==> config.mk <==
export PLATFORM = sky130hd
export DESIGN_NAME = mpm_mem_pin_mux
export DESIGN_NICKNAME = d
export VERILOG_FILES = /design/src/mpm_pkg.sv /design/src/mpm_mem_pin_mux.sv /design/src/mpm_pin_keeper.sv /design/src/mpm_addr_seq.sv
export SDC_FILE = /design/constraint.sdc
export NUM_CORES = 1
export LEC_CHECK = 0
export ABC_AREA = 1
export BUFFER_PORTS_ARGS = -buffer_cell sky130_fd_sc_hd__buf_4
export CORE_AREA = 2 2 81 83
export DETAILED_ROUTE_END_ITERATION = 8
export DIE_AREA = 0 0 83 85
export GPL_TIMING_DRIVEN = 0
export HOLD_SLACK_MARGIN = 0.02
export PLACE_DENSITY = 0.82
export SLEW_MARGIN = 15
export SYNTH_ARGS = -nofsm -noshare
export SYNTH_HDL_FRONTEND = slang
export SYNTH_SLANG_ARGS = --single-unit
==> constraint.sdc <==
create_clock -name clk -period 2 [get_ports clk]
set_input_delay 0.2 -clock clk [delete_from_list [all_inputs] [get_ports clk]]
set_output_delay 0.2 -clock clk [all_outputs]
set_load 0.01 [all_outputs]
==> src/mpm_pkg.sv <==
/*
 * Constants shared by the memory pin multiplexer: pin slot positions,
 * field layout of the memory address, reset values and phase timing.
 * Assumes a single 50 MHz clock with a synchronous active-low reset.
 */
package mpm_pkg;
    // ----------------------------------------------------------------
    // Clock and phase timing
    // ----------------------------------------------------------------
    localparam int CLK_PERIOD_NS = 20;
    localparam int ROW_TIME_NS = 40;
    localparam int COL_TIME_NS = 60;
    // Least times, rounded up to whole cycles
    localparam int ROW_CYCLES = (ROW_TIME_NS + CLK_PERIOD_NS - 1) / CLK_PERIOD_NS;
    localparam int COL_CYCLES = (COL_TIME_NS + CLK_PERIOD_NS - 1) / CLK_PERIOD_NS;
    localparam int CNT_W = 4;

    // ----------------------------------------------------------------
    // Address layout: 22-bit address sent as row then column
    // ----------------------------------------------------------------
    localparam int ADDR_W = 22;
    localparam int MA_W = 11;
    localparam int ROW_LSB = 11;
    localparam int COL_LSB = 0;
    localparam int DATA_W = 16;
    localparam int BYTE_W = 8;
    localparam int LO_LANE = 0;
    localparam int HI_LANE = 1;

    // ----------------------------------------------------------------
    // Multiplexed pin slots, pins five to fourteen
    // ----------------------------------------------------------------
    localparam int PIN_N = 10;
    localparam int PIN_FIVE = 0;
    localparam int PIN_SIX = 1;
    localparam int PIN_SEVEN = 2;
    localparam int PIN_EIGHT = 3;
    localparam int PIN_NINE = 4;
    localparam int PIN_TEN = 5;
    localparam int PIN_ELEVEN = 6;
    localparam int PIN_TWELVE = 7;
    localparam int PIN_THIRTEEN = 8;
    localparam int PIN_FOURTEEN = 9;

    localparam logic [1:0] BANK0 = 2'h0;
    localparam logic [1:0] BANK1 = 2'h1;
    localparam logic [1:0] BANK2 = 2'h2;
    localparam logic [1:0] BANK3 = 2'h3;

    // ----------------------------------------------------------------
    // Reset values
    // ----------------------------------------------------------------
    localparam logic [PIN_N-1:0] PIN_RST = 10'h3FF;
    localparam logic [MA_W-1:0] MA_RST = 11'h000;
    localparam logic CFG_DRAM_RST = 1'h1;
    localparam logic CFG_FLASH_RST = 1'h0;

    typedef enum logic [1:0] {
        MPM_IDLE,
        MPM_ROW,
        MPM_COL
    } mpm_phase_t;
endpackage

==> src/mpm_mem_pin_mux.sv <==
/*
 * Memory controller pin multiplexer: drives the shared pins four to
 * fourteen, the multiplexed address bus, the SRAM address latch strobe
 * and the cache output enable, in DRAM or SRAM mode.
 * Assumes all inputs are synchronous to clk and that the request
 * source waits for busy to fall before its next request.
 */
// Overview of operation
// - DRAM: pin five is bank 1 upper column strobe
// - DRAM: pins six, seven are bank 0 column strobes
// - SRAM: bank 1 transceiver enable on pins four, five
// - SRAM: bank 0 transceiver enable on pins six, seven
// - DRAM: pins eight to eleven are row strobes 3..0
// - SRAM: pins eight to eleven are chip enables 3..0
// - DRAM: pins twelve, thirteen carry byte parity
// - SRAM: pin twelve is lower output enable
// - Suspend without refresh holds every pin except the cache output enable
// - Pin fourteen selects ROM or flash select
// - Cache output enable low on cache reads
// - Core reset spares configuration
// - Row address first, then column address
`timescale 1ns/100ps
`default_nettype none
module mpm_mem_pin_mux #(
    parameter int ROW_CYC = mpm_pkg::ROW_CYCLES,
    parameter int COL_CYC = mpm_pkg::COL_CYCLES
) (
    input wire logic clk,
    input wire logic nrst,
    input wire logic core_reset_in,
    input wire logic suspend_status_n,
    input wire logic suspend_refresh,
    input wire logic cfg_load,
    input wire logic cfg_dram_mode,
    input wire logic cfg_pin14_flash,
    input wire logic mem_req,
    input wire logic [mpm_pkg::ADDR_W-1:0] mem_addr,
    input wire logic [1:0] mem_bank,
    input wire logic [1:0] mem_byte_en,
    input wire logic mem_write,
    input wire logic [mpm_pkg::DATA_W-1:0] mem_wdata,
    input wire logic rom_access,
    input wire logic flash_access,
    input wire logic cache_read,
    output logic mem_busy,
    output logic dram_mode,
    output logic mem_pin_four,
    output logic mem_pin_five,
    output logic mem_pin_six,
    output logic mem_pin_seven,
    output logic mem_pin_eight,
    output logic mem_pin_nine,
    output logic mem_pin_ten,
    output logic mem_pin_eleven,
    output logic mem_pin_twelve,
    output logic mem_pin_thirteen,
    output logic mem_pin_fourteen,
    output logic [mpm_pkg::MA_W-1:0] mux_addr_bus,
    output logic sram_addr_latch_strobe,
    output logic cache_out_en_n
);
    // ----------------------------------------------------------------
    // Configuration
    // ----------------------------------------------------------------
    logic dram_q, dram_d;
    logic flash_q, flash_d;

    assign dram_d = cfg_load ? cfg_dram_mode : dram_q;
    assign flash_d = cfg_load ? cfg_pin14_flash : flash_q;
    assign dram_mode = dram_q;

    always_ff @(posedge clk) begin
        if (!nrst) begin
            dram_q <= mpm_pkg::CFG_DRAM_RST;
            flash_q <= mpm_pkg::CFG_FLASH_RST;
        end else begin
            dram_q <= dram_d;
            flash_q <= flash_d;
        end
    end

    // ----------------------------------------------------------------
    // Row/column sequencer
    // ----------------------------------------------------------------
    logic seq_rst;
    logic row_ph, col_ph;
    logic [mpm_pkg::MA_W-1:0] ma_next;
    logic [1:0] bank_q, be_q;
    logic wr_q;
    logic [mpm_pkg::DATA_W-1:0] wdata_q;

    assign seq_rst = !nrst || core_reset_in;

    mpm_addr_seq #(
        .ROW_CYC(ROW_CYC),
        .COL_CYC(COL_CYC)
    ) u_seq (
        .clk(clk),
        .srst(seq_rst),
        .req(mem_req),
        .addr(mem_addr),
        .bank(mem_bank),
        .byte_en(mem_byte_en),
        .write(mem_write),
        .wdata(mem_wdata),
        .busy(mem_busy),
        .phase_row(row_ph),
        .phase_col(col_ph),
        .ma(ma_next),
        .bank_q(bank_q),
        .be_q(be_q),
        .write_q(wr_q),
        .wdata_q(wdata_q)
    );

    // ----------------------------------------------------------------
    // Per-mode pin functions (all strobes active high here)
    // ----------------------------------------------------------------
    logic bank_on, active;
    logic [3:0] bank_hit;
    logic cas_h1, cas_l0, cas_h0;
    logic xcvr1, xcvr0;
    logic par_lo, par_hi;
    logic oe_lo, oe_hi;
    logic rom_sel;

    // Row strobe / chip enable stays on through the column phase
    assign active = row_ph || col_ph;
    assign bank_on = active;
    generate
        for (genvar b = 0; b < 4; b++) begin : g_bank
            assign bank_hit[b] = bank_on && (bank_q == 2'(b));
        end
    endgenerate

    assign cas_h1 = col_ph && (bank_q == mpm_pkg::BANK1) && be_q[mpm_pkg::HI_LANE];
    assign cas_l0 = col_ph && (bank_q == mpm_pkg::BANK0) && be_q[mpm_pkg::LO_LANE];
    assign cas_h0 = col_ph && (bank_q == mpm_pkg::BANK0) && be_q[mpm_pkg::HI_LANE];
    assign xcvr1 = col_ph && (bank_q == mpm_pkg::BANK1);
    assign xcvr0 = col_ph && (bank_q == mpm_pkg::BANK0);
    // Even parity per byte lane of the write data
    assign par_lo = ^wdata_q[mpm_pkg::LO_LANE*mpm_pkg::BYTE_W +: mpm_pkg::BYTE_W];
    assign par_hi = ^wdata_q[mpm_pkg::HI_LANE*mpm_pkg::BYTE_W +: mpm_pkg::BYTE_W];
    assign oe_lo = col_ph && !wr_q && be_q[mpm_pkg::LO_LANE];
    assign oe_hi = col_ph && !wr_q && be_q[mpm_pkg::HI_LANE];
    // selected chip select follows its access
    assign rom_sel = flash_q ? flash_access : rom_access;

    logic [mpm_pkg::PIN_N-1:0] pin_next;
    assign pin_next[mpm_pkg::PIN_FIVE] = dram_q ? !cas_h1 : !xcvr1;
    // SRAM bank 0 enable on both pins
    assign pin_next[mpm_pkg::PIN_SIX] = dram_q ? !cas_l0 : !xcvr0;
    assign pin_next[mpm_pkg::PIN_SEVEN] = dram_q ? !cas_h0 : !xcvr0;
    // row strobes, pin eight is bank 3
    // chip enables use the same slots
    assign pin_next[mpm_pkg::PIN_EIGHT] = !bank_hit[mpm_pkg::BANK3];
    assign pin_next[mpm_pkg::PIN_NINE] = !bank_hit[mpm_pkg::BANK2];
    assign pin_next[mpm_pkg::PIN_TEN] = !bank_hit[mpm_pkg::BANK1];
    assign pin_next[mpm_pkg::PIN_ELEVEN] = !bank_hit[mpm_pkg::BANK0];
    assign pin_next[mpm_pkg::PIN_TWELVE] = dram_q ? par_lo : !oe_lo;
    assign pin_next[mpm_pkg::PIN_THIRTEEN] = dram_q ? par_hi : !oe_hi;
    assign pin_next[mpm_pkg::PIN_FOURTEEN] = !rom_sel;

    // ----------------------------------------------------------------
    // Output keepers
    // ----------------------------------------------------------------
    logic pin_hold, ma_hold;
    logic [mpm_pkg::PIN_N-1:0] pins;
    logic [mpm_pkg::MA_W+1-1:0] ma_pack;

    assign pin_hold = !suspend_status_n && !suspend_refresh;
    // Address bus and latch strobe freeze in any suspend
    assign ma_hold = !suspend_status_n;

    mpm_pin_keeper #(
        .W(mpm_pkg::PIN_N),
        .RST(mpm_pkg::PIN_RST)
    ) u_pin_keep (
        .clk(clk),
        .nrst(nrst),
        .hold(pin_hold),
        .d(pin_next),
        .q(pins)
    );

    mpm_pin_keeper #(
        .W(mpm_pkg::MA_W + 1),
        .RST({1'h0, mpm_pkg::MA_RST})
    ) u_ma_keep (
        .clk(clk),
        .nrst(nrst),
        .hold(ma_hold),
        // latch strobe marks the SRAM row half
        .d({!dram_q && row_ph, active ? ma_next : mux_addr_bus}),
        .q(ma_pack)
    );

    assign mux_addr_bus = ma_pack[mpm_pkg::MA_W-1:0];
    assign sram_addr_latch_strobe = ma_pack[mpm_pkg::MA_W];

    // Pin four mirrors pin five in both DRAM and SRAM mode here
    assign mem_pin_four = pins[mpm_pkg::PIN_FIVE];
    assign mem_pin_five = pins[mpm_pkg::PIN_FIVE];
    assign mem_pin_six = pins[mpm_pkg::PIN_SIX];
    assign mem_pin_seven = pins[mpm_pkg::PIN_SEVEN];
    assign mem_pin_eight = pins[mpm_pkg::PIN_EIGHT];
    assign mem_pin_nine = pins[mpm_pkg::PIN_NINE];
    assign mem_pin_ten = pins[mpm_pkg::PIN_TEN];
    assign mem_pin_eleven = pins[mpm_pkg::PIN_ELEVEN];
    assign mem_pin_twelve = pins[mpm_pkg::PIN_TWELVE];
    assign mem_pin_thirteen = pins[mpm_pkg::PIN_THIRTEEN];
    assign mem_pin_fourteen = pins[mpm_pkg::PIN_FOURTEEN];

    // ----------------------------------------------------------------
    // Cache output enable
    // ----------------------------------------------------------------
    logic coe_q, coe_d;

    assign coe_d = !cache_read;
    assign cache_out_en_n = coe_q;

    always_ff @(posedge clk) begin
        if (!nrst) begin
            coe_q <= 1'h1;
        end else begin
            coe_q <= coe_d;
        end
    end

    // ----------------------------------------------------------------
    // Assertions
    // ----------------------------------------------------------------
    a_cas_bank1: assert property (@(posedge clk) disable iff (!nrst)
        ($past(dram_q) && !$past(pin_hold) && $past(col_ph) && $past(bank_q) == mpm_pkg::BANK1
         && $past(be_q[mpm_pkg::HI_LANE])) |-> !mem_pin_five)
        else $error("upper column strobe bank 1 missing");

    a_cas_bank0: assert property (@(posedge clk) disable iff (!nrst)
        ($past(dram_q) && !$past(pin_hold) && !$past(col_ph)) |-> (mem_pin_six && mem_pin_seven))
        else $error("bank 0 column strobe outside column phase");

    a_xcvr_dup: assert property (@(posedge clk) disable iff (!nrst)
        !$past(dram_q) |-> (mem_pin_four == mem_pin_five))
        else $error("bank 1 transceiver enable pins differ");

    a_xcvr0_dup: assert property (@(posedge clk) disable iff (!nrst)
        (!$past(dram_q) && !$past(pin_hold)) |-> (mem_pin_six == mem_pin_seven))
        else $error("bank 0 transceiver enable pins differ");

    a_row_bank: assert property (@(posedge clk) disable iff (!nrst)
        (!pin_hold && row_ph && bank_q == mpm_pkg::BANK3) |=> (!mem_pin_eight && mem_pin_eleven))
        else $error("row strobe on wrong pin");

    a_ce_bank0: assert property (@(posedge clk) disable iff (!nrst)
        (!pin_hold && !dram_q && active && bank_q == mpm_pkg::BANK0) |=> (!mem_pin_eleven && mem_pin_eight))
        else $error("bank 0 chip enable wrong");

    a_parity: assert property (@(posedge clk) disable iff (!nrst)
        (!pin_hold && dram_q) |=> (mem_pin_twelve == ^$past(wdata_q[mpm_pkg::BYTE_W-1:0])))
        else $error("low byte parity wrong");

    a_oe_low: assert property (@(posedge clk) disable iff (!nrst)
        (!pin_hold && !dram_q && col_ph && !wr_q && be_q[mpm_pkg::LO_LANE]) |=> !mem_pin_twelve)
        else $error("lower output enable not asserted");

    a_oe_high: assert property (@(posedge clk) disable iff (!nrst)
        (!pin_hold && !dram_q && wr_q) |=> mem_pin_thirteen)
        else $error("upper output enable on a write");

    a_suspend_hold: assert property (@(posedge clk) disable iff (!nrst)
        (pin_hold && $past(nrst)) |=> $stable(pins))
        else $error("pins moved during suspend");

    a_rom_sel: assert property (@(posedge clk) disable iff (!nrst)
        (!pin_hold && flash_q && !cfg_load && flash_access) |=> !mem_pin_fourteen)
        else $error("flash select missing");

    a_cache_oe: assert property (@(posedge clk) disable iff (!nrst)
        cache_read |=> !cache_out_en_n)
        else $error("cache output enable missing");

    a_cfg_keep: assert property (@(posedge clk) disable iff (!nrst)
        (core_reset_in && !cfg_load) |=> $stable(dram_q))
        else $error("configuration lost on core reset");

    a_row_then_col: assert property (@(posedge clk) disable iff (!nrst)
        $rose(col_ph) |-> $past(row_ph))
        else $error("column phase without row phase");
endmodule
`default_nettype wire

==> src/mpm_pin_keeper.sv <==
/*
 * Output holding register standing in for the pad keepers: follows its
 * input each cycle, or keeps the last level while hold is high.
 * Assumes hold and d are synchronous to clk.
 */
`timescale 1ns/100ps
`default_nettype none
module mpm_pin_keeper #(
    parameter int W = 1,
    parameter logic [W-1:0] RST = '0
) (
    input wire logic clk,
    input wire logic nrst,
    input wire logic hold,
    input wire logic [W-1:0] d,
    output logic [W-1:0] q
);
    logic [W-1:0] q_q;
    logic [W-1:0] q_d;

    assign q_d = hold ? q_q : d;
    assign q = q_q;

    always_ff @(posedge clk) begin
        if (!nrst) begin
            q_q <= RST;
        end else begin
            q_q <= q_d;
        end
    end
endmodule
`default_nettype wire

==> src/mpm_addr_seq.sv <==
/*
 * Row/column sequencer: takes one memory request, presents the row
 * half of the address, then the column half, and reports its phase.
 * Assumes req is only honoured while idle; srst restarts it at once.
 */
`timescale 1ns/100ps
`default_nettype none
module mpm_addr_seq #(
    parameter int ROW_CYC = mpm_pkg::ROW_CYCLES,
    parameter int COL_CYC = mpm_pkg::COL_CYCLES
) (
    input wire logic clk,
    input wire logic srst,
    input wire logic req,
    input wire logic [mpm_pkg::ADDR_W-1:0] addr,
    input wire logic [1:0] bank,
    input wire logic [1:0] byte_en,
    input wire logic write,
    input wire logic [mpm_pkg::DATA_W-1:0] wdata,
    output logic busy,
    output logic phase_row,
    output logic phase_col,
    output logic [mpm_pkg::MA_W-1:0] ma,
    output logic [1:0] bank_q,
    output logic [1:0] be_q,
    output logic write_q,
    output logic [mpm_pkg::DATA_W-1:0] wdata_q
);
    mpm_pkg::mpm_phase_t state_q, state_d;
    logic [mpm_pkg::CNT_W-1:0] cnt_q, cnt_d;
    logic [mpm_pkg::ADDR_W-1:0] addr_q;
    logic take;
    logic last;

    assign take = req && (state_q == mpm_pkg::MPM_IDLE);
    assign last = (cnt_q == mpm_pkg::CNT_W'(1));
    assign busy = (state_q != mpm_pkg::MPM_IDLE);
    assign phase_row = (state_q == mpm_pkg::MPM_ROW);
    assign phase_col = (state_q == mpm_pkg::MPM_COL);
    assign ma = phase_row ? addr_q[mpm_pkg::ROW_LSB +: mpm_pkg::MA_W]
                          : addr_q[mpm_pkg::COL_LSB +: mpm_pkg::MA_W];

    always_comb begin
        state_d = state_q;
        cnt_d = cnt_q;
        unique case (state_q)
            mpm_pkg::MPM_IDLE: begin
                if (take) begin
                    state_d = mpm_pkg::MPM_ROW;
                    cnt_d = mpm_pkg::CNT_W'(ROW_CYC);
                end
            end
            mpm_pkg::MPM_ROW: begin
                cnt_d = cnt_q - mpm_pkg::CNT_W'(1);
                if (last) begin
                    state_d = mpm_pkg::MPM_COL;
                    cnt_d = mpm_pkg::CNT_W'(COL_CYC);
                end
            end
            mpm_pkg::MPM_COL: begin
                cnt_d = cnt_q - mpm_pkg::CNT_W'(1);
                if (last) begin
                    state_d = mpm_pkg::MPM_IDLE;
                end
            end
            default: begin
                state_d = mpm_pkg::MPM_IDLE;
            end
        endcase
    end

    always_ff @(posedge clk) begin
        if (srst) begin
            state_q <= mpm_pkg::MPM_IDLE;
            cnt_q <= '0;
            addr_q <= '0;
            bank_q <= '0;
            be_q <= '0;
            write_q <= 1'h0;
            wdata_q <= '0;
        end else begin
            state_q <= state_d;
            cnt_q <= cnt_d;
            if (take) begin
                addr_q <= addr;
                bank_q <= bank;
                be_q <= byte_en;
                write_q <= write;
                wdata_q <= wdata;
            end
        end
    end
endmodule
`default_nettype wire

=== Word level (Yosys, flattened, before mapping) ===
Index checks and enable logic that the tools add are counted.
Widths: inputs -> output; s select.

* Bits in registers: 74
* Output and inout port bits: 26

* $add $sub $neg: 1
* Muxes and demuxes: 14
* Equal/unequal tests: 9
* Reductions and logical operators: 44

{| class="wikitable"
|+ Operator list
! operator !! number
|-
| $logic_not 1->1 || 18
|-
| $reduce_xor 8->1 || 2
|-
| $logic_and 1x1->1 || 15
|-
| $pmux 4 s3 || 1
|-
| $mux 11 || 1
|-
| $mux 4 || 2
|-
| $eq 2x2->1 const B || 3
|-
| $mux 1 || 6
|-
| $mux 2 || 3
|-
| $ne 2x1->1 const B || 3
|-
| $pmux 2 s3 || 1
|-
| $eq 2x1->1 const B || 2
|-
| $eq 4x1->1 const B || 1
|-
| $logic_not 2->1 || 2
|-
| $reduce_and 2->1 || 2
|-
| $sub 4x1->4 const B || 1
|-
| $reduce_and 3->1 || 1
|-
| $reduce_bool 3->1 || 1
|-
| $logic_or 1x1->1 || 2
|-
| $reduce_bool 2->1 || 1
|}

=== Logic depth before layout (Yosys ltp) ===
Gate-level depths: netlist of run 1.

* Depth after elaboration: 5
* Gate-level depth with buffers: 11
* Mapped depth without buffers: 11

=== Hierarchy ===
Synthesis of run 1 repeated with hierarchy kept, for this count alone.

* Cell total of the unflattened synthesis: 574
* Area total of the unflattened synthesis: 3,656.0 sq um

{| class="wikitable"
|+ By module, submodules not included
! module !! area an instance (sq um) !! cells each !! times used
|-
| mpm_addr_seq || 2,088.3 || 287 || 1
|-
| mpm_mem_pin_mux || 729.4 || 169 || 1
|-
| mpm_pin_keeper (u_ma_keep) || 493.0 || 75 || 1
|-
| mpm_pin_keeper (u_pin_keep) || 345.3 || 43 || 1
|}

=== Worst setup path before layout of run 1 ===
OpenSTA, ideal clock, no wires.

* Kind: register -> register
* Start: register u_seq.state_q[0]
* End: register u_ma_keep.q_q[10] (netlist: u_ma_keep.q[10])
* Clock period less this slack: 1,351 ps
* Setup time: 116 ps
* Path slack: 649 ps
* Cell stages (with the launch flop): 9
* Data arrival time: 1,234 ps
* Cell sequence: dfxtp_1 > inv_1 > ha_1 > nand2_1 > inv_1 > buf_2 > nand3_1 > o211ai_1 > inv_1

* Longest elaborated chain between the ends: 3
* Elaborated cells on any way between the ends: 5
* Those cells by class: 2 x eq/ne; 1 x mux; 2 x reduce/logical

{| class="wikitable"
|+ RTL lines
! element !! RTL line !! RTL
|-
| start: declaration || mpm_addr_seq.sv:29 || <nowiki>mpm_pkg::mpm_phase_t state_q, state_d;</nowiki>
|-
| start signal: assignment || mpm_addr_seq.sv:74 || <nowiki>state_q <= mpm_pkg::MPM_IDLE;</nowiki>
|-
| start signal: assignment || mpm_addr_seq.sv:82 || <nowiki>state_q <= state_d;</nowiki>
|-
| $eq 2x1->1 or $eq 2x2->1 (tied branches) || mpm_addr_seq.sv:38, mpm_addr_seq.sv:39 ||
|-
| $logic_or 1x1->1 || mpm_mem_pin_mux.sv:128 || <nowiki>assign active = row_ph || col_ph;</nowiki>
|-
| $reduce_and 2->1 (no source line) || -- ||
|-
| end signal: assignment || mpm_pin_keeper.sv:28 || <nowiki>q_q <= q_d;</nowiki>
|-
| end: declaration || mpm_pin_keeper.sv:18 || <nowiki>logic [W-1:0] q_q;</nowiki>
|}

Several ways; a longest one is shown, not always the timed one.
A chain may end at the register's enable or synchronous reset.

=== Worst setup path in the final report of run 1 ===
* Start: register u_seq.state_q[1]
* End: register u_ma_keep.q_q[3] (netlist: u_ma_keep.q[3])

Same word-level chain as after synthesis.

==> results of run 1 <==
-- cell type report --
class	instances	area [um^2]	share of cell area, %
multi-input combinational	321	1570	36.3
clock inverter	7	118	2.72
inverter	50	193	4.45
tap	77	96.3	2.23
sequential	74	1480	34.2
clock buffer	9	124	2.86
buffer	20	141	3.27
timing repair buffer	80	603	13.9
-- state kept, by name (all words and copies together), names as in the netlist --
name and flops:
u_seq.wdata_q 16, u_seq.bank_q 2, u_seq.be_q 2, u_ma_keep.q 12, u_seq.state_q 2, u_seq.write_q 1, cache_out_en_n 1, u_seq.addr_q 22
flash_q 1, u_pin_keep.q 10, dram_mode 1, u_seq.cnt_q 4
-- path summary, 6_finish.rpt --
| kind | start | end | slack (ns) | cells past startpoint |
|---|---|---|---|---|
| hold reg to reg | u_seq.cnt_q[3] | u_seq.cnt_q[3] | 0.48 | 2 |
| setup reg to reg | u_seq.state_q[1] | u_ma_keep.q[3] | 0.38 | 8 |
| setup / recovery | u_seq.state_q[1] | u_ma_keep.q[3] | 0.38 | 8 |
| hold / removal | cfg_load | flash_q | 0.05 | 2 |
-- synthesized netlist by cell type, types with 2 or more instances --
cell                       number
sky130_fd_sc_hd__a21oi_1       27
sky130_fd_sc_hd__a21oi_2       10
sky130_fd_sc_hd__buf_2          8
sky130_fd_sc_hd__buf_4          4
sky130_fd_sc_hd__buf_6          4
sky130_fd_sc_hd__clkbuf_1       3
sky130_fd_sc_hd__dfxtp_1       74
sky130_fd_sc_hd__ha_1           6
sky130_fd_sc_hd__inv_1         46
sky130_fd_sc_hd__inv_2          3
sky130_fd_sc_hd__nand2_1      125
sky130_fd_sc_hd__nand2_2        2
sky130_fd_sc_hd__nand3_1       14
sky130_fd_sc_hd__nor2_1        54
sky130_fd_sc_hd__nor3_1         4
sky130_fd_sc_hd__o211ai_1      13
sky130_fd_sc_hd__o21ai_0       30
sky130_fd_sc_hd__o21ai_1       19
sky130_fd_sc_hd__o21ai_2       10
-- routing by layer --
layer,track usage (%),share of wire [%],routed length (um)
met5,0,0,0
met3,5.35,6.3,532
met1,28.4,42,3540
met4,11.0,2.7,227
met2,44.2,49,4110
-- cell families after synthesis --
kind of cell	share of synthesized area, %
muxes	0.332
adders and majority gates	2.22
and+or+nand+nor	24.0
buffers and inverters	9.86
DFF	43.7
AOI/OAI and AO/OA	19.9
-- critical path: stages, from the launching register on --
cell and delay [ns]:
sky130_fd_sc_hd__dfxtp_1 0.36, sky130_fd_sc_hd__inv_1 0.08, sky130_fd_sc_hd__ha_1 0.35, sky130_fd_sc_hd__nand2_1 0.08
sky130_fd_sc_hd__inv_1 0.10, sky130_fd_sc_hd__buf_2 0.24, sky130_fd_sc_hd__nand3_1 0.11, sky130_fd_sc_hd__o211ai_1 0.13
sky130_fd_sc_hd__inv_1 0.07
-- repair_timing --
item,4_1_cts,5_1_grt
gates resized for setup,0,0
hold buffers,1,0
endpoints found under the hold margin,1,0
-- per-stage QoR --
step | util, % | worst slack, ns | cells | power [mW] | instance area (um^2)
after floorplan | - | 0.649 | 465 | 1.92 | 3390
after global placement | 65.7 | 0.439 | 621 | 2.11 | 4080
after detailed placement | 65.7 | 0.397 | 621 | 2.13 | 4080
after CTS | 69.8 | 0.383 | 638 | 3.52 | 4330
after global routing | 69.8 | 0.161 | 638 | 3.67 | 4330
final | 69.8 | 0.377 | 638 | 3.52 | 4330
-- power breakdown --
group,switching (mW),leakage (nW),internal (mW)
sequential,0.0441,0.606,1.54
combinational,0.291,1.28,0.226
clock,0.582,0.123,0.828
==> results list, run 1 <==
* Status: complete, no violations
- The initialized floorplan defines 29 standard-cell rows.
- Netlist Area Pre-Place: 3390 um^2
- Along the worst path, the maximum fanout reaches 10.
- Sequential fraction of the synthesis area: 43.7%
- Counting the fill cells in the layout gives 537.
- Clock transition at path regs: 0.08 ns
- IO buf count: about 80
* CP startpoint kind: register
- The initial utilization of the core area, before any placement, comes to 54.6%.
- Buffers added to address setup during post-CTS repair amount to 0.
- FFs w/ async S/R, synth: 0%
- The number of slew-limit violations in the final report came to 0.
* Number of enable flip-flop cells after synthesis: 0
- Most used cells in the layout excluding fill and tap cells: sky130_fd_sc_hd__nand2_1 (125), sky130_fd_sc_hd__buf_4 (83), sky130_fd_sc_hd__dfxtp_1 (74), sky130_fd_sc_hd__nor2_1 (54), sky130_fd_sc_hd__inv_1 (46)
- Top cells by area, synth: sky130_fd_sc_hd__dfxtp_1 (44%), sky130_fd_sc_hd__nand2_1 (14%), sky130_fd_sc_hd__nor2_1 (6.0%)
* Diodes inserted: 0
- After floorplanning, the core was sized to cover 6200 um^2.
- Count of mapped cells out of synthesis: 465
* Die area: 7060 um^2
- Via count of the first global-routing pass: 3,238
- The initial antenna violation count was 0.
* Number of hold violations in the final report: 0
- Number of top-level design ports: 81
- Detailed placement finished with a half-perimeter wire length of 6.09 mm.
- In the final routed layout, each cell accounts on average for 13.2 um.
- Clock latency on the worst-skew pair: 0.36 ns
- Clock tree synthesis found a total of 74 sinks.
- At the worst endpoint, the required time is approximately 2.3 ns.
- The first routing iteration left 189 violations.
* Global-route wire length before repair: 14.1 mm
* CTS tree: yes
* Relative slew slack: 68.3%
- The floorplan step set the die width to a little over 80 um.
* Period utilisation layout: 81.2%
- When the netlist entered floorplanning its net count stood at 526.
- Counting I/O delays and the setup requirement, the final critical path takes 1.62 ns.
- RSZ-0062 raised after global routing: no
- Most common cell after layout, fill and taps aside: sky130_fd_sc_hd__nand2_1
* Number of distinct library cells after synthesis: 28
- From synthesis to final layout, the design area changed by 27.8%.
- At the pin with the least slew margin, the transition time is 0.475 ns.
* Largest vdd supply drop: slightly below 0.0005 V
* Share of Yosys cell area claimed by the top area cell type: a little over two fifths
* Largest net degree at the start of global routing: 14
- Adding up every negative setup slack in the final design gives 0 ns.
- Dividing the detail-routed via count by the number of cells gives ~5.2.
- For this block, the via count after detailed routing is 3,323.
* Overall die height: 85 um
- Synthesized flop and latch total: 74
* Clk buf depth: 2
- GRT Resource Usage Total: 24.7%
- Net count reported at finish: 617
- Max-cap viol count: 0
- Achievable frequency: 616 MHz
- DRC violations left: 0
- Before antenna repair, the detailed router went through 5 iterations.
- On the final layout, the worst clock skew is 0.00612 ns.
* Area leader, netlist: sky130_fd_sc_hd__dfxtp_1
* Top FF cell, synth: sky130_fd_sc_hd__dfxtp_1
- The post-route netlist has ~25% of its cells at a drive strength greater than 1.
* H-Tree Level Count: 3
* Buffer type at the clock tree root: sky130_fd_sc_hd__clkbuf_8
- Leak pwr: 2.01 nW
- Detailed Route WL: approximately 8.4 mm
- GRT overflow: 0
* Pwr per Cell Area: around 800 nW/um^2
* Final Setup Violations: 0
- Average footprint of a synthesized cell: 7.29 um^2
* Arr. time, crit path: 1.88 ns
* Critical path class: register to register
- Number of warning messages in the yosys log: 0
- Gp weighted congestion: just under 1
- On the final layout, the worst hold slack is 0.0498 ns.
- Counting the buffers created by CTS gives 9.
* Routed Antenna Nets: 0
- STA classifies the critical path endpoint as a register.
- Worst hold path class: primary input to register
Note: power is estimated with default switching activity, not from simulation.
==> run 2, diff against run 1 <==
- CORE_AREA: 2 2 81 83 -> 2 2 88 90
- DIE_AREA: 0 0 83 85 -> 0 0 90 92
- PLACE_DENSITY: 0.82 -> 0.73
- clock period: 2 -> 1.4 ns (I/O delays scaled with it)
==> run 2 against run 1 <==
Against the previous run: utilization down 9.9 points; sequential cell count unchanged; wire length down 3.2%; critical path depth unchanged; via count down 3.5%; count of clock-buffer cells in the layout up 1; total power up 34%; register-to-register slack worse by 0.34 ns; clock power up 19%; sequential share of layout area down 0.92 points; largest cell class unchanged.
==> results list, run 2 (same netlist as run 1, synthesis figures left out) <==
- Status: complete, no violations
- Setup repair after global routing could not meet its margin everywhere.
- The core region area is 7450 um^2 (+20%).
- The final setup skew came to 0.00495 ns (-0.00117 ns).
- The deepest level of the CTS H-tree was 3 (unchanged).
- The die boundary width came to 90 um (+8.4%).
- Final-layout worst hold slack: 0.0284 ns (-0.0214 ns)
* Net count reported at finish: 623 (+0.97%)
- The routed length on met3 was 393 um (-26%).
- The filler cell count is 707 (+32%).
* Routed Antenna Nets: 0 (unchanged)
- The leakage component of the power was 2.03 nW (+0.94%).
- Die area: 8280 um^2 (+17%)
* Antenna violations before repair: 0 (unchanged)
- The path class of the tightest hold or removal check is primary input to register.
- Most used cells in the layout excluding fill and tap cells: sky130_fd_sc_hd__nand2_1 (122), sky130_fd_sc_hd__buf_4 (85), sky130_fd_sc_hd__dfxtp_1 (72), sky130_fd_sc_hd__nor2_1 (54), sky130_fd_sc_hd__inv_1 (41)
* Number of buffers created by CTS: 9 (unchanged)
* Final Setup Violations: 0 (unchanged)
- IO buf count: 79 (unchanged)
- Worst slack at placement: -0.196 ns (-0.593 ns)
- For hold timing, the worst endpoint is u_seq.addr_q[18].
* Largest net degree at the start of global routing: 14 (unchanged)
- HPWL after DPL: 6.05 mm (-0.64%)
- Initial DRC Count: 147 (-22%)
- Number of flip-flops under the largest register name: 22 (unchanged)
* CP startpoint kind: register
* Top layer used by detailed routing: met4
* Routed vias: 3,206 (-3.5%)
- The number of violations of the max-capacitance limit came to 0 (unchanged).
* Achievable frequency: 732 MHz (+19%)
- Global-route wire length before repair: 13.6 mm (-3.8%)
- Max-slew violations: 0 (unchanged)
* Share of final-layout standard cells stronger than drive strength 1: 28.7% (+3.3 points)
- The maximum buffer depth of the clock tree came to 2 (unchanged).
- Period utilisation layout: 97.6% (+16 points)
* Worst Path Required: 1.65 ns (-0.60 ns)
* Cells along the critical path: inv_2, ha_2, inv_2, or2_2, o21ai_0, nand2_1, nand2_1, nand2_1
- Most common cell after layout, fill and taps aside: sky130_fd_sc_hd__nand2_1
- CP max stage delay: 0.33 ns (-0.03 ns)
- The placer's final routability congestion estimate was 0.834 (-14%).
- Vias per cell: 4.79 (-8.0%)
- Met1 wire length: 3.69 mm (+4.2%)
- Via count of the first global-routing pass: 3,035 (-6.3%)
- The number of search-and-repair iterations in the first detailed-routing pass is 4 (-1).
- Crit path max-delay family: simple AND/OR/NAND/NOR gates
* GRT overflow: 0 (unchanged)
* Total design power: 4.72 mW (+34%)
- The number of endpoints with negative hold slack in the final report is 0 (unchanged).
* Clock transition at path regs: 0.08 ns (about the same)
* Largest fanout of any net on the critical path: 5 (-5)
- Minimum clock period: 1.37 ns (-0.257 ns)
- Area added between synthesis and finish: 31.5%
- The final antenna diode count is 0 (unchanged).
* WL met2: 3.95 mm (-4.1%)
- Final non-filler cell area: 4460 um^2 (+2.9%)
- Slowest stage cell on the critical path: sky130_fd_sc_hd__dfxtp_2
* Detail-routed net length per standard cell: 12.2 um (-7.7%)
* Worst hold path startpoint: mem_addr[18]
* Sum of buffers and inverters on the critical path: 2 (-2)
* Number of top-level design ports: 81 (unchanged)
- DRC violations left: 0 (unchanged)
* Cell Area, Placed: 4110 um^2 (+0.77%)
- The data arrival time of the critical path came to 1.61 ns (-0.27 ns).
* Reg2Reg Capture Point: u_pin_keep.q[8]
* RR Startpoint: u_seq.state_q[0]
- Pwr per Cell Area: 1060 nW/um^2 (+30%)
* Worst-case reg-to-reg path depth: 8 (unchanged)
- Worst path most repeated cell: sky130_fd_sc_hd__nand2_1
- The slew at the pin closest to its max-slew limit is 0.460 ns (-0.0155 ns).
* Std cell rows: 32 (+10%)
- The worst setup path is captured at a register.
- The sum of routed wire length over all layers was 8.15 mm (-3.2%).
* Relative slew slack: 69.3% (+1.0 points)
- Overall die height: 92 um (+8.2%)
- Worst setup slack after layout: 0.0340 ns (-0.343 ns)
* Worst setup slack for register-to-register paths: 0.03 ns (-0.34 ns)
* GRT Resource Usage Total: 20.3% (-4.4 points)
- Setup TNS Final: 0 ns (unchanged)
- The latest clock arrival within the worst-skew pair is 0.35 ns (about the same).
- Starting density of the core: 45.5% (-9.1 points)
- The number of clock sinks is 74 (unchanged).
- Counting flops per register, the top entry is u_seq.addr_q.
- The worst IR drop on VDD is 0.000626 V (+28%).
- The cell depth of the worst min-delay path was 3 (+1).
- CTS tree: yes
* Critical path depth in cells: 8 (unchanged)
* Critical path class: register to register
* Buffer type at the clock tree root: sky130_fd_sc_hd__clkbuf_8
## run 2: cell count changes in the layout (fill, tap and decap cells not counted), moves of 3 or more
cell	before	now
sky130_fd_sc_hd__buf_6	4	7
sky130_fd_sc_hd__clkinvlp_4	0	3
sky130_fd_sc_hd__dlygate4sd3_1	1	5
sky130_fd_sc_hd__ha_1	6	3
sky130_fd_sc_hd__inv_1	46	41
sky130_fd_sc_hd__inv_2	3	7
sky130_fd_sc_hd__nand2_1	125	122
sky130_fd_sc_hd__nand2_4	0	3
sky130_fd_sc_hd__o21ai_0	30	27
## run 2: how the worst max path moves through the flow
stage / start / endpoint / slack (ns)
global route: u_seq.state_q[0] / u_pin_keep.q[7] / -0.03
global placement: u_seq.state_q[0] / u_ma_keep.q[6] / -0.17
finish: u_seq.state_q[0] / u_pin_keep.q[8] / 0.03
CTS: u_seq.state_q[1] / u_ma_keep.q[7] / 0.01
floorplan: u_seq.state_q[0] / u_ma_keep.q[10] / 0.05
detailed placement: u_seq.state_q[1] / u_ma_keep.q[7] / -0.20
## run 2: cell type report
cell class / count / area (um^2) / share of cell area, %
multi-input cells: 321 / 1630 / 36.5
flip-flops and latches: 74 / 1480 / 33.3
repair buffers: 86 / 662 / 14.9
inverters: 50 / 195 / 4.38
plain buffers: 20 / 159 / 3.57
clock buffers: 10 / 138 / 3.09
well taps: 102 / 128 / 2.86
clock inverters: 6 / 66.3 / 1.49
## run 2: tightest hold or removal path: stages
cell,delay [ns]
sky130_fd_sc_hd__buf_4,0.08
sky130_fd_sc_hd__o21ai_1,0.05
sky130_fd_sc_hd__nor2_1,0.07
## run 2: per-stage QoR
stage | util (%) | std cells
2_1_floorplan | - | 465
3_3_place_gp | 55.2 | 646
3_5_place_dp | 55.2 | 646
4_1_cts | 59.0 | 668
5_1_grt | 59.8 | 669
6_report | 59.8 | 669
## run 2: what timing repair did
| action | 4_1_cts | 5_1_grt |
|---|---|---|
| endpoints found under the hold margin | 5 | 0 |
| setup buffers | 1 | 0 |
| pin swaps | 0 | 3 |
| setup endpoints to repair | 61 | 47 |
| cloned | 0 | 1 |
| hold buffers | 5 | 0 |
| resized for setup | 10 | 24 |
## run 2: per-layer routing
layer,track usage [%],vias to the layer above
met5,0,-
met1,24.7,1415
li1,-,1694
met2,34.8,85
met4,8.85,0
met3,4.11,12
## run 2: power breakdown
part / switching [mW] / total, mW / internal [mW]
clock: 0.812 / 1.68 / 0.870
sequential: 0.0607 / 2.27 / 2.21
combinational: 0.418 / 0.769 / 0.350
total: 1.29 / 4.72 / 3.43
